<file path="src/rtl/sacs_consts.svh">
// Constants for the conversion sequencer: clock rate, step timing,
// acquisition and strobe-release windows, result layout, buffer depth.
// Assumes the including file compiles after it and uses only the macros.
`ifndef SACS_CONSTS_SVH
`define SACS_CONSTS_SVH

// Core clock rate in MHz (4 ns period)
`define SACS_CLK_MHZ 250

// Result width and layout
`define SACS_RES_BITS 14
`define SACS_MSB_POS 13

// Conversion time in ns and per-bit step length in cycles
`define SACS_T_CONV_NS 330
`define SACS_STEP_CYC (((`SACS_T_CONV_NS * `SACS_CLK_MHZ) / 1000) / `SACS_RES_BITS)

// Least acquisition time in ns, rounded up to cycles
`define SACS_T_ACQ_NS 70
`define SACS_ACQ_CYC (((`SACS_T_ACQ_NS * `SACS_CLK_MHZ) + 999) / 1000)

// Longest safe strobe-release delay in ns, rounded down to cycles
`define SACS_T_RELEASE_NS 225
`define SACS_RELEASE_CYC ((`SACS_T_RELEASE_NS * `SACS_CLK_MHZ) / 1000)

// Result buffer depth in words
`define SACS_FIFO_DEPTH 16

// Reset values
`define SACS_RST_CODE 14'h0000

`endif

</file>
<file path="src/rtl/sacs_pkg.sv">
// Types shared by the conversion sequencer and its result buffer.
// Assumes sacs_consts.svh is on the include path.
`include "sacs_consts.svh"
`default_nettype none

package sacs_pkg;

    // One conversion result or trial word
    typedef logic [`SACS_MSB_POS:0] sacs_word_t;

    // Sequencer phases
    typedef enum logic [1:0] {
        ST_IDLE,
        ST_CLEAR,
        ST_TRIAL,
        ST_STORE
    } sacs_state_e;

endpackage : sacs_pkg

`default_nettype wire

</file>
<file path="src/rtl/sacs_sequencer.sv">
// Successive approximation conversion sequencer, the device's digital core.
// Assumes compare_high comes from a comparator latch clocked by clock;
// conversion_start_n is an asynchronous pin from the host.
//
// Behaviour
// RULE_01: A falling edge on the start strobe begins a conversion; a held low does not.
// RULE_02: Busy is low throughout a conversion and returns high when it completes.
// RULE_03: Start edges during a conversion are ignored; conversions never abort or restart.
// RULE_04: The approximation register is cleared before the first bit decision.
// RULE_05: Fourteen bits resolve one per step, MSB first, kept or dropped by comparator.
// RULE_06: After the last decision the whole word is loaded into the output latches.
// RULE_07: Steps are timed from the internal clock; the host supplies no clock.
// RULE_08: Busy falls shortly after the strobe edge; data is valid as busy rises.
// RULE_09: Acquisition plus conversion fits in 454 ns; host keeps that spacing.
// RULE_10: Host allows at least 70 ns acquisition after a conversion before restarting.
// RULE_11: Host releases the strobe within 225 ns of its fall, or after busy rises.
// RULE_12: Output code is two's complement, toggling all zeros and all ones near zero.
// RULE_13: Output latches hold the previous result until the next load.
// RULE_14: Host captures the result on or after busy rising, its end-of-conversion.
`include "sacs_consts.svh"
`default_nettype none

module sacs_sequencer #(
    parameter int FIFO_DEPTH = `SACS_FIFO_DEPTH
) (
    input wire logic clock,
    input wire logic reset_n,
    input wire logic conversion_start_n,
    input wire logic compare_high,
    output logic busy_n,
    output sacs_pkg::sacs_word_t result_bits,
    output sacs_pkg::sacs_word_t dac_code,
    output logic hold_en,
    output logic zero_en,
    output logic stream_valid,
    output sacs_pkg::sacs_word_t stream_data,
    input wire logic stream_ready,
    output logic start_ignored,
    output logic acq_short,
    output logic release_late
);

    import sacs_pkg::*;

    localparam logic [3:0] STEP_LAST = 4'(`SACS_STEP_CYC - 1);
    localparam logic [3:0] BIT_TOP = 4'(`SACS_MSB_POS);
    localparam logic [4:0] ACQ_DONE = 5'(`SACS_ACQ_CYC);
    localparam logic [6:0] RELEASE_LIM = 7'(`SACS_RELEASE_CYC);
    localparam logic [6:0] SINCE_MAX = 7'h7f;

    // Strobe synchroniser and filtered level
    logic start_s1_r;
    logic start_s2_r;
    logic start_s3_r;
    logic start_level_r;
    logic start_change;
    logic start_fall;
    logic start_rise;

    // Sequencer state
    sacs_state_e state_r;
    logic [3:0] step_cnt_r;
    logic [3:0] bit_idx_r;
    sacs_word_t sar_r;
    logic step_first;
    logic step_last;
    logic last_bit;
    logic converting;

    // Output registers
    logic busy_n_r;
    sacs_word_t result_r;
    logic hold_en_r;
    logic zero_en_r;
    logic start_ignored_r;
    logic acq_short_r;
    logic release_late_r;

    // Host timing monitors
    logic [4:0] acq_cnt_r;
    logic [6:0] since_cnt_r;

    // Buffer handshake
    logic fifo_in_ready;
    logic store_fire;
    sacs_word_t code_tc;

    // Three-stage strobe synchroniser
    always_ff @(posedge clock)
    begin
        if (!reset_n)
        begin
            start_s1_r <= 1'b1;
            start_s2_r <= 1'b1;
            start_s3_r <= 1'b1;
        end
        else
        begin
            start_s1_r <= conversion_start_n;
            start_s2_r <= start_s1_r;
            start_s3_r <= start_s2_r;
        end
    end

    // A change counts once stages two and three agree
    assign start_change = (start_s2_r == start_s3_r) && (start_s3_r != start_level_r);
    assign start_fall = start_change && !start_s3_r; // see RULE_01
    assign start_rise = start_change && start_s3_r;

    // Filtered strobe level, idle high
    always_ff @(posedge clock)
    begin
        if (!reset_n)
        begin
            start_level_r <= 1'b1;
        end
        else if (start_change)
        begin
            start_level_r <= start_s3_r;
        end
    end

    // Step decode
    assign converting = (state_r != ST_IDLE);
    assign step_first = (step_cnt_r == 4'h0);
    assign step_last = (step_cnt_r == STEP_LAST);
    assign last_bit = (bit_idx_r == 4'h0);
    assign store_fire = (state_r == ST_STORE) && fifo_in_ready;

    // Offset-binary approximation to two's complement
    assign code_tc = {~sar_r[`SACS_MSB_POS], sar_r[`SACS_MSB_POS-1:0]}; // see RULE_12

    // Phase sequencing
    always_ff @(posedge clock)
    begin
        if (!reset_n)
        begin
            state_r <= ST_IDLE;
        end
        else
        begin
            case (state_r)
                ST_IDLE:
                begin
                    if (start_fall)
                    begin
                        state_r <= ST_CLEAR; // see RULE_01
                    end
                end
                ST_CLEAR:
                begin
                    state_r <= ST_TRIAL;
                end
                ST_TRIAL:
                begin
                    if (step_last && last_bit)
                    begin
                        state_r <= ST_STORE;
                    end
                end
                ST_STORE:
                begin
                    if (fifo_in_ready)
                    begin
                        state_r <= ST_IDLE; // see RULE_03
                    end
                end
                default:
                begin
                    state_r <= ST_IDLE;
                end
            endcase
        end
    end

    // Internal step timer, one bit per step
    always_ff @(posedge clock)
    begin
        if (!reset_n)
        begin
            step_cnt_r <= 4'h0;
        end
        else if ((state_r != ST_TRIAL) || step_last)
        begin
            step_cnt_r <= 4'h0;
        end
        else
        begin
            step_cnt_r <= step_cnt_r + 4'h1; // see RULE_07
        end
    end

    // Bit pointer walks from MSB down
    always_ff @(posedge clock)
    begin
        if (!reset_n)
        begin
            bit_idx_r <= BIT_TOP;
        end
        else if (state_r == ST_CLEAR)
        begin
            bit_idx_r <= BIT_TOP; // see RULE_05
        end
        else if ((state_r == ST_TRIAL) && step_last && !last_bit)
        begin
            bit_idx_r <= bit_idx_r - 4'h1; // see RULE_05
        end
    end

    // Approximation register: clear, trial, decide
    always_ff @(posedge clock)
    begin
        if (!reset_n)
        begin
            sar_r <= `SACS_RST_CODE;
        end
        else if (state_r == ST_CLEAR)
        begin
            sar_r <= `SACS_RST_CODE; // see RULE_04
        end
        else if (state_r == ST_TRIAL)
        begin
            if (step_first)
            begin
                sar_r[bit_idx_r] <= 1'b1; // see RULE_05
            end
            else if (step_last && !compare_high)
            begin
                sar_r[bit_idx_r] <= 1'b0; // see RULE_05
            end
        end
    end

    // Busy status low across the conversion
    always_ff @(posedge clock)
    begin
        if (!reset_n)
        begin
            busy_n_r <= 1'b1;
        end
        else if ((state_r == ST_IDLE) && start_fall)
        begin
            busy_n_r <= 1'b0; // see RULE_02, RULE_08
        end
        else if (store_fire)
        begin
            busy_n_r <= 1'b1; // see RULE_02, RULE_08
        end
    end

    // Output latches load with busy rising, else hold
    always_ff @(posedge clock)
    begin
        if (!reset_n)
        begin
            result_r <= `SACS_RST_CODE;
        end
        else if (store_fire)
        begin
            result_r <= code_tc; // see RULE_06, RULE_08, RULE_13
        end
    end

    // Track/hold and comparator zeroing controls
    always_ff @(posedge clock)
    begin
        if (!reset_n)
        begin
            hold_en_r <= 1'b0;
            zero_en_r <= 1'b1;
        end
        else if ((state_r == ST_IDLE) && start_fall)
        begin
            hold_en_r <= 1'b1;
            zero_en_r <= 1'b0;
        end
        else if (store_fire)
        begin
            hold_en_r <= 1'b0;
            zero_en_r <= 1'b1;
        end
    end

    // Acquisition time since last conversion
    always_ff @(posedge clock)
    begin
        if (!reset_n)
        begin
            acq_cnt_r <= ACQ_DONE;
        end
        else if (converting)
        begin
            acq_cnt_r <= 5'h00;
        end
        else if (acq_cnt_r != ACQ_DONE)
        begin
            acq_cnt_r <= acq_cnt_r + 5'h01; // see RULE_10
        end
    end

    // Time since the accepted start edge
    always_ff @(posedge clock)
    begin
        if (!reset_n)
        begin
            since_cnt_r <= 7'h00;
        end
        else if ((state_r == ST_IDLE) && start_fall)
        begin
            since_cnt_r <= 7'h00;
        end
        else if (converting && (since_cnt_r != SINCE_MAX))
        begin
            since_cnt_r <= since_cnt_r + 7'h01;
        end
    end

    // One-cycle diagnostics of host timing
    always_ff @(posedge clock)
    begin
        if (!reset_n)
        begin
            start_ignored_r <= 1'b0;
            acq_short_r <= 1'b0;
            release_late_r <= 1'b0;
        end
        else
        begin
            start_ignored_r <= start_fall && converting; // see RULE_03
            acq_short_r <= start_fall && !converting && (acq_cnt_r != ACQ_DONE); // see RULE_09, RULE_10
            release_late_r <= start_rise && converting && (since_cnt_r > RELEASE_LIM); // see RULE_11
        end
    end

    // Result buffer; a full buffer stalls the store phase
    sacs_fifo #(
        .WIDTH(`SACS_RES_BITS),
        .DEPTH(FIFO_DEPTH)
    ) u_fifo (
        .clock(clock),
        .reset_n(reset_n),
        .in_valid(state_r == ST_STORE),
        .in_ready(fifo_in_ready),
        .in_data(code_tc),
        .out_valid(stream_valid),
        .out_data(stream_data),
        .out_ready(stream_ready)
    );

    // Port drive, all from flip-flops
    assign busy_n = busy_n_r;
    assign result_bits = result_r;
    assign dac_code = sar_r;
    assign hold_en = hold_en_r;
    assign zero_en = zero_en_r;
    assign start_ignored = start_ignored_r;
    assign acq_short = acq_short_r;
    assign release_late = release_late_r;

endmodule : sacs_sequencer

`default_nettype wire

</file>
<file path="src/rtl/sacs_fifo.sv">
// Result buffer: memory FIFO with a registered output word.
// Assumes a single clock and synchronous active-low reset.
`default_nettype none

module sacs_fifo #(
    parameter int WIDTH = 14,
    parameter int DEPTH = 16
) (
    input wire logic clock,
    input wire logic reset_n,
    input wire logic in_valid,
    output logic in_ready,
    input wire logic [WIDTH-1:0] in_data,
    output logic out_valid,
    output logic [WIDTH-1:0] out_data,
    input wire logic out_ready
);

    localparam int PW = $clog2(DEPTH);

    logic [WIDTH-1:0] mem_r [DEPTH];
    logic [PW-1:0] wr_ptr_r;
    logic [PW-1:0] rd_ptr_r;
    logic [PW:0] count_r;
    logic out_valid_r;
    logic [WIDTH-1:0] out_data_r;
    logic push;
    logic pop;

    // Handshake terms
    assign in_ready = (count_r != (PW+1)'(DEPTH)) ? 1'b1 : 1'b0;
    assign push = in_valid && in_ready;
    assign pop = (count_r != '0) && (!out_valid_r || out_ready);
    assign out_valid = out_valid_r;
    assign out_data = out_data_r;

    // Storage write
    always_ff @(posedge clock)
    begin
        if (push)
        begin
            mem_r[wr_ptr_r] <= in_data;
        end
    end

    // Pointers and fill count
    always_ff @(posedge clock)
    begin
        if (!reset_n)
        begin
            wr_ptr_r <= '0;
            rd_ptr_r <= '0;
            count_r <= '0;
        end
        else
        begin
            if (push)
            begin
                wr_ptr_r <= (wr_ptr_r == PW'(DEPTH - 1)) ? '0 : wr_ptr_r + 1'b1;
            end
            if (pop)
            begin
                rd_ptr_r <= (rd_ptr_r == PW'(DEPTH - 1)) ? '0 : rd_ptr_r + 1'b1;
            end
            if (push && !pop)
            begin
                count_r <= count_r + 1'b1;
            end
            else if (pop && !push)
            begin
                count_r <= count_r - 1'b1;
            end
        end
    end

    // Output register stage
    always_ff @(posedge clock)
    begin
        if (!reset_n)
        begin
            out_valid_r <= 1'b0;
            out_data_r <= '0;
        end
        else if (pop)
        begin
            out_valid_r <= 1'b1;
            out_data_r <= mem_r[rd_ptr_r];
        end
        else if (out_ready)
        begin
            out_valid_r <= 1'b0;
        end
    end

endmodule : sacs_fifo

`default_nettype wire

</file>
<file path="config.mk">
export PLATFORM = sky130hd
export DESIGN_NAME = sacs_sequencer
export DESIGN_NICKNAME = d
export VERILOG_FILES = /design/src/rtl/sacs_pkg.sv /design/src/rtl/sacs_sequencer.sv /design/src/rtl/sacs_fifo.sv
export VERILOG_INCLUDE_DIRS = /design/src /design/src/rtl
export SDC_FILE = /design/constraint.sdc
export NUM_CORES = 1
export LEC_CHECK = 0
export BUFFER_PORTS_ARGS = -buffer_cell sky130_fd_sc_hd__buf_2
export CAP_MARGIN = 10
export CORE_MARGIN = 5
export CORE_UTILIZATION = 60
export CTS_CLUSTER_SIZE = 16
export DETAILED_ROUTE_END_ITERATION = 8
export GPL_TIMING_DRIVEN = 0
export PLACE_DENSITY = 0.77
export SYNTH_ARGS = -nofsm -noshare
export SYNTH_HDL_FRONTEND = slang
export SYNTH_HIERARCHICAL = 1
export SYNTH_SLANG_ARGS = --single-unit
</file>
<file path="constraint.sdc">
create_clock -name clock -period 5.85 [get_ports clock]
set_input_delay 1.17 -clock clock [delete_from_list [all_inputs] [get_ports clock]]
set_output_delay 1.17 -clock clock [all_outputs]
set_load 0.02 [all_outputs]
</file>
==> out/metrics.yaml <==
sta:
  rsz0062_at_grt: "false"
  setup_tns_ns: 0
  period_minus_slack_ns: 3.13
  skew_ns: 0.0283
  final-setup-viol-count: 0
  tightest_slew_ns: 0.939
  finalWorstSetupSlack_ns: 2.72
  slew_headroom_pct: 37.1
  worst_hold_slack_ns: 0.408
  hold_viol: 0
  slew_viol_final: 0
  fin_crit_sh_pct: 53.4
  timing.fmax_mhz: 320
detailed_routing:
  postRouteWirelength_um: 27900
  num_vias: 7219
  drc: 0
  drt_first_pass_iters: 6
  via_per_inst: 6.09
  detail-route-antenna-nets: 0
  avgRoutedWirePerCell_um: 23.6
  drt_iter0_markers: 656
floorplanning:
  core_um2: 20400
  row_count: 52
  start_util_pct: 61.4
  die_h_um: 155
  die_w_um: 155
  die-area_um2: 23900
  ios: 54
global_route:
  globalRoute.totalOverflow: 0
  track_usage_pct: 23.7
  antenna_found_initial: 0
  grt_max_degree: 20
  grt_pass1_vias: 7442
  grt_pass1_wl_um: 43300
power:
  power.total_uw: 5580
  swShare_pct: 27.6
  p_leak_uw: 0.00528
  p_comb_share_pct: 20.5
  p_clk_share_pct: 34.8
  power.internal_uw: 4040
  p_switching_uw: 1540
  peakVddDrop_v: 0.000287
  powerDensity_nw_per_um2: 389
  pwr-share-seq_pct: 44.8
placed_design:
  place_hpwl_um: 18700
  gp_congestion: 0.888
  port_buffers: 53
  dp_slack_ns: 2.26
synthesis:
  synth_top_cell_by_area: "edfxtp_1"
  synth-seq-cells: 311
  syn_nets: 819
  ys_async_sr_fraction_pct: 0
  yosys.area.top_type_share_pct: 53.7
  synthCells: 788
  avgSynthCellArea_um2: 15.9
  synth.area.top_cells: "edfxtp_1 54%, dfxtp_1 14%, mux4_2 10%"
  synth.distinct_cells: 57
  yosysSeqAreaShare_pct: 67.5
  synth_edf_count: 224
  yosysWarnings: 6
  synthFlopType: "edfxtp_1"
  synth_area_um2: 12500
clock_tree:
  cts_buffer_depth: 3
  clk_latency_ns: 0.55
  cts.clk_slew.worst_paths_ns: 0.07
  cts_buffers: 31
  postCtsResizedCells: 0
  post_cts_buffers: 0
  cts-root-buf: "clkbuf_16"
  cts_tree: "yes"
  hold_buffers: 0
  htree_levels: 1
  clock_sinks: 311
setup_path:
  r2r-start: "state_r[0]"
  endpoint_kind: "flop"
  cp.arrival_ns: 3.61
  crit_fanout: 8
  timing.rr.end: "u_fifo/count_r[4]"
  crit_path_start_kind: "flop"
  worstSetupPathType: "reg -> reg"
  required_ns: 6.33
  r2r_cells: 9
  r2r_setup_slack_ns: 2.72
final_layout:
  final_net_count: 921
  diodes: 0
  drive_gt1_share_pct: 25.6
  area.growth.synth_to_final_pct: 14.6
worst_hold_path:
  hp-class: "reg -> reg"
  worstHoldStart: "start_s1_r"
  whs_endpoint: "start_s2_r"
  hold_path_depth: 1
status:
  status: "finished, final reports clean"
job:
  max_cap_viol_count: 0
[final cells by class]
type / instances / area (um2)
Timing Repair Buffer: 69 / 445
Tap cell: 270 / 338
Fill cell: 1301 / 6060
Clock buffer: 47 / 920
Inverter: 17 / 66.3
Multi-Input combinational cell: 405 / 3730
Buffer: 55 / 299
Sequential cell: 311 / 8470
Clock inverter: 11 / 97.6
[critical path, stage by stage (launching register included)]
cell and delay (ns):
dfxtp_1 0.38, ha_1 0.40, a21boi_1 0.67, ha_1 0.28, inv_1 0.12, fa_1 0.43
a21o_1 0.18, a21oi_1 0.19, mux2i_1 0.23, mux2i_1 0.19
[Yosys cell counts (2+ instances only)]
| master | instances |
|---|---|
| a31oi_1 | 5 |
| and2_1 | 3 |
| mux2i_1 | 50 |
| nand3_1 | 34 |
| a21oi_1 | 9 |
| a21boi_0 | 15 |
| o221ai_1 | 4 |
| xnor2_1 | 9 |
| buf_4 | 17 |
| nor3_1 | 8 |
| nand3b_1 | 2 |
| o21ai_0 | 3 |
| buf_6 | 2 |
| o221ai_2 | 10 |
| a21o_1 | 2 |
| dfxtp_1 | 87 |
| ha_1 | 25 |
| a41oi_1 | 2 |
| nor2_1 | 40 |
| nand2b_1 | 8 |
| and3_1 | 5 |
| xor2_1 | 8 |
| inv_1 | 15 |
| mux4_2 | 56 |
| clkbuf_1 | 25 |
| edfxtp_1 | 224 |
| a211oi_1 | 3 |
| o211ai_1 | 2 |
| nor2b_1 | 5 |
| nand2_1 | 69 |
| buf_2 | 11 |
| nand4_1 | 5 |
[per-layer routing]
metal  track usage (%)  wire length [um]  vias to the layer above
met5                 0                 0                        -
met1              33.0             11200                     3623
met3              4.05              2270                       59
li1                  -                 -                     3188
met4              8.54              1010                        0
met2              38.3             13500                      349
[how the worst max path moves through the flow]
stage / start / end / slack [ns] / cells past startpoint
after floorplan: stream_ready / u_fifo/count_r[4] / 2.63 / 11
after global placement: state_r[0] / u_fifo/mem_r[1][5] / 2.04 / 4
after detailed placement: stream_ready / u_fifo/count_r[4] / 2.26 / 12
after CTS: state_r[0] / u_fifo/count_r[4] / 2.78 / 9
after global routing: u_fifo/count_r[0] / u_fifo/count_r[4] / 2.50 / 11
final: state_r[0] / u_fifo/count_r[4] / 2.72 / 9
[power groups by stage]
stage,logic (uW),registers (uW),clock network [uW]
final,1140,2500,1940
after global routing,1230,2510,2070
after global placement,1080,2530,0
after floorplan,806,2570,0
after detailed placement,1130,2540,0
after CTS,1140,2500,1970
[per-stage QoR]
step,utilization (%),std cells,instance area [um2]
floorplan,-,788,12500
global placement,64.3,1111,13100
detailed placement,65.3,1127,13400
CTS,70.3,1185,14400
global route,70.3,1185,14400
finish,70.3,1185,14400
[placed cells by master, fill, tap and decap left out, types with 5 or more instances in the layout]
cell type  instances
a21boi_0          15
a21oi_1            9
a31oi_1            5
and3_1             5
buf_2             64
buf_4             21
buf_6             10
clkbuf_1          32
clkbuf_16         32
clkbuf_8           6
dfxtp_1           87
edfxtp_1         224
ha_1              25
inv_1             15
mux2i_1           50
mux4_2            56
nand2_1           69
nand2b_1           8
nand3_1           34
nand4_1            5
nor2_1            36
nor2b_1            5
o221ai_2          10
xnor2_1            9
xor2_1             8
[cell families after synthesis]
logic type,count (synthesis),share of synthesized area [%]
muxes,106,14.1
buffers and inverters,72,2.91
and+or+nand+nor,193,7.33
adders and majority gates,26,2.65
DFF,311,67.5
xor gates and xnor gates,17,1.19
AOI/OAI and AO/OA,63,4.32
[flip-flops by register name, summed over array words and instances, names as in the netlist, 2 cells and up, named ones only]
| name | flops |
|---|---|
| u_fifo/out_data | 14 |
| bit_idx_r | 4 |
| result_bits | 14 |
| u_fifo/wr_ptr_r | 4 |
| since_cnt_r | 7 |
| state_r | 2 |
| u_fifo/count_r | 5 |
| acq_cnt_r | 5 |
| u_fifo/mem_r | 224 |
| step_cnt_r | 4 |
| u_fifo/rd_ptr_r | 4 |
No activity file was read; power rests on OpenSTA's default activity.
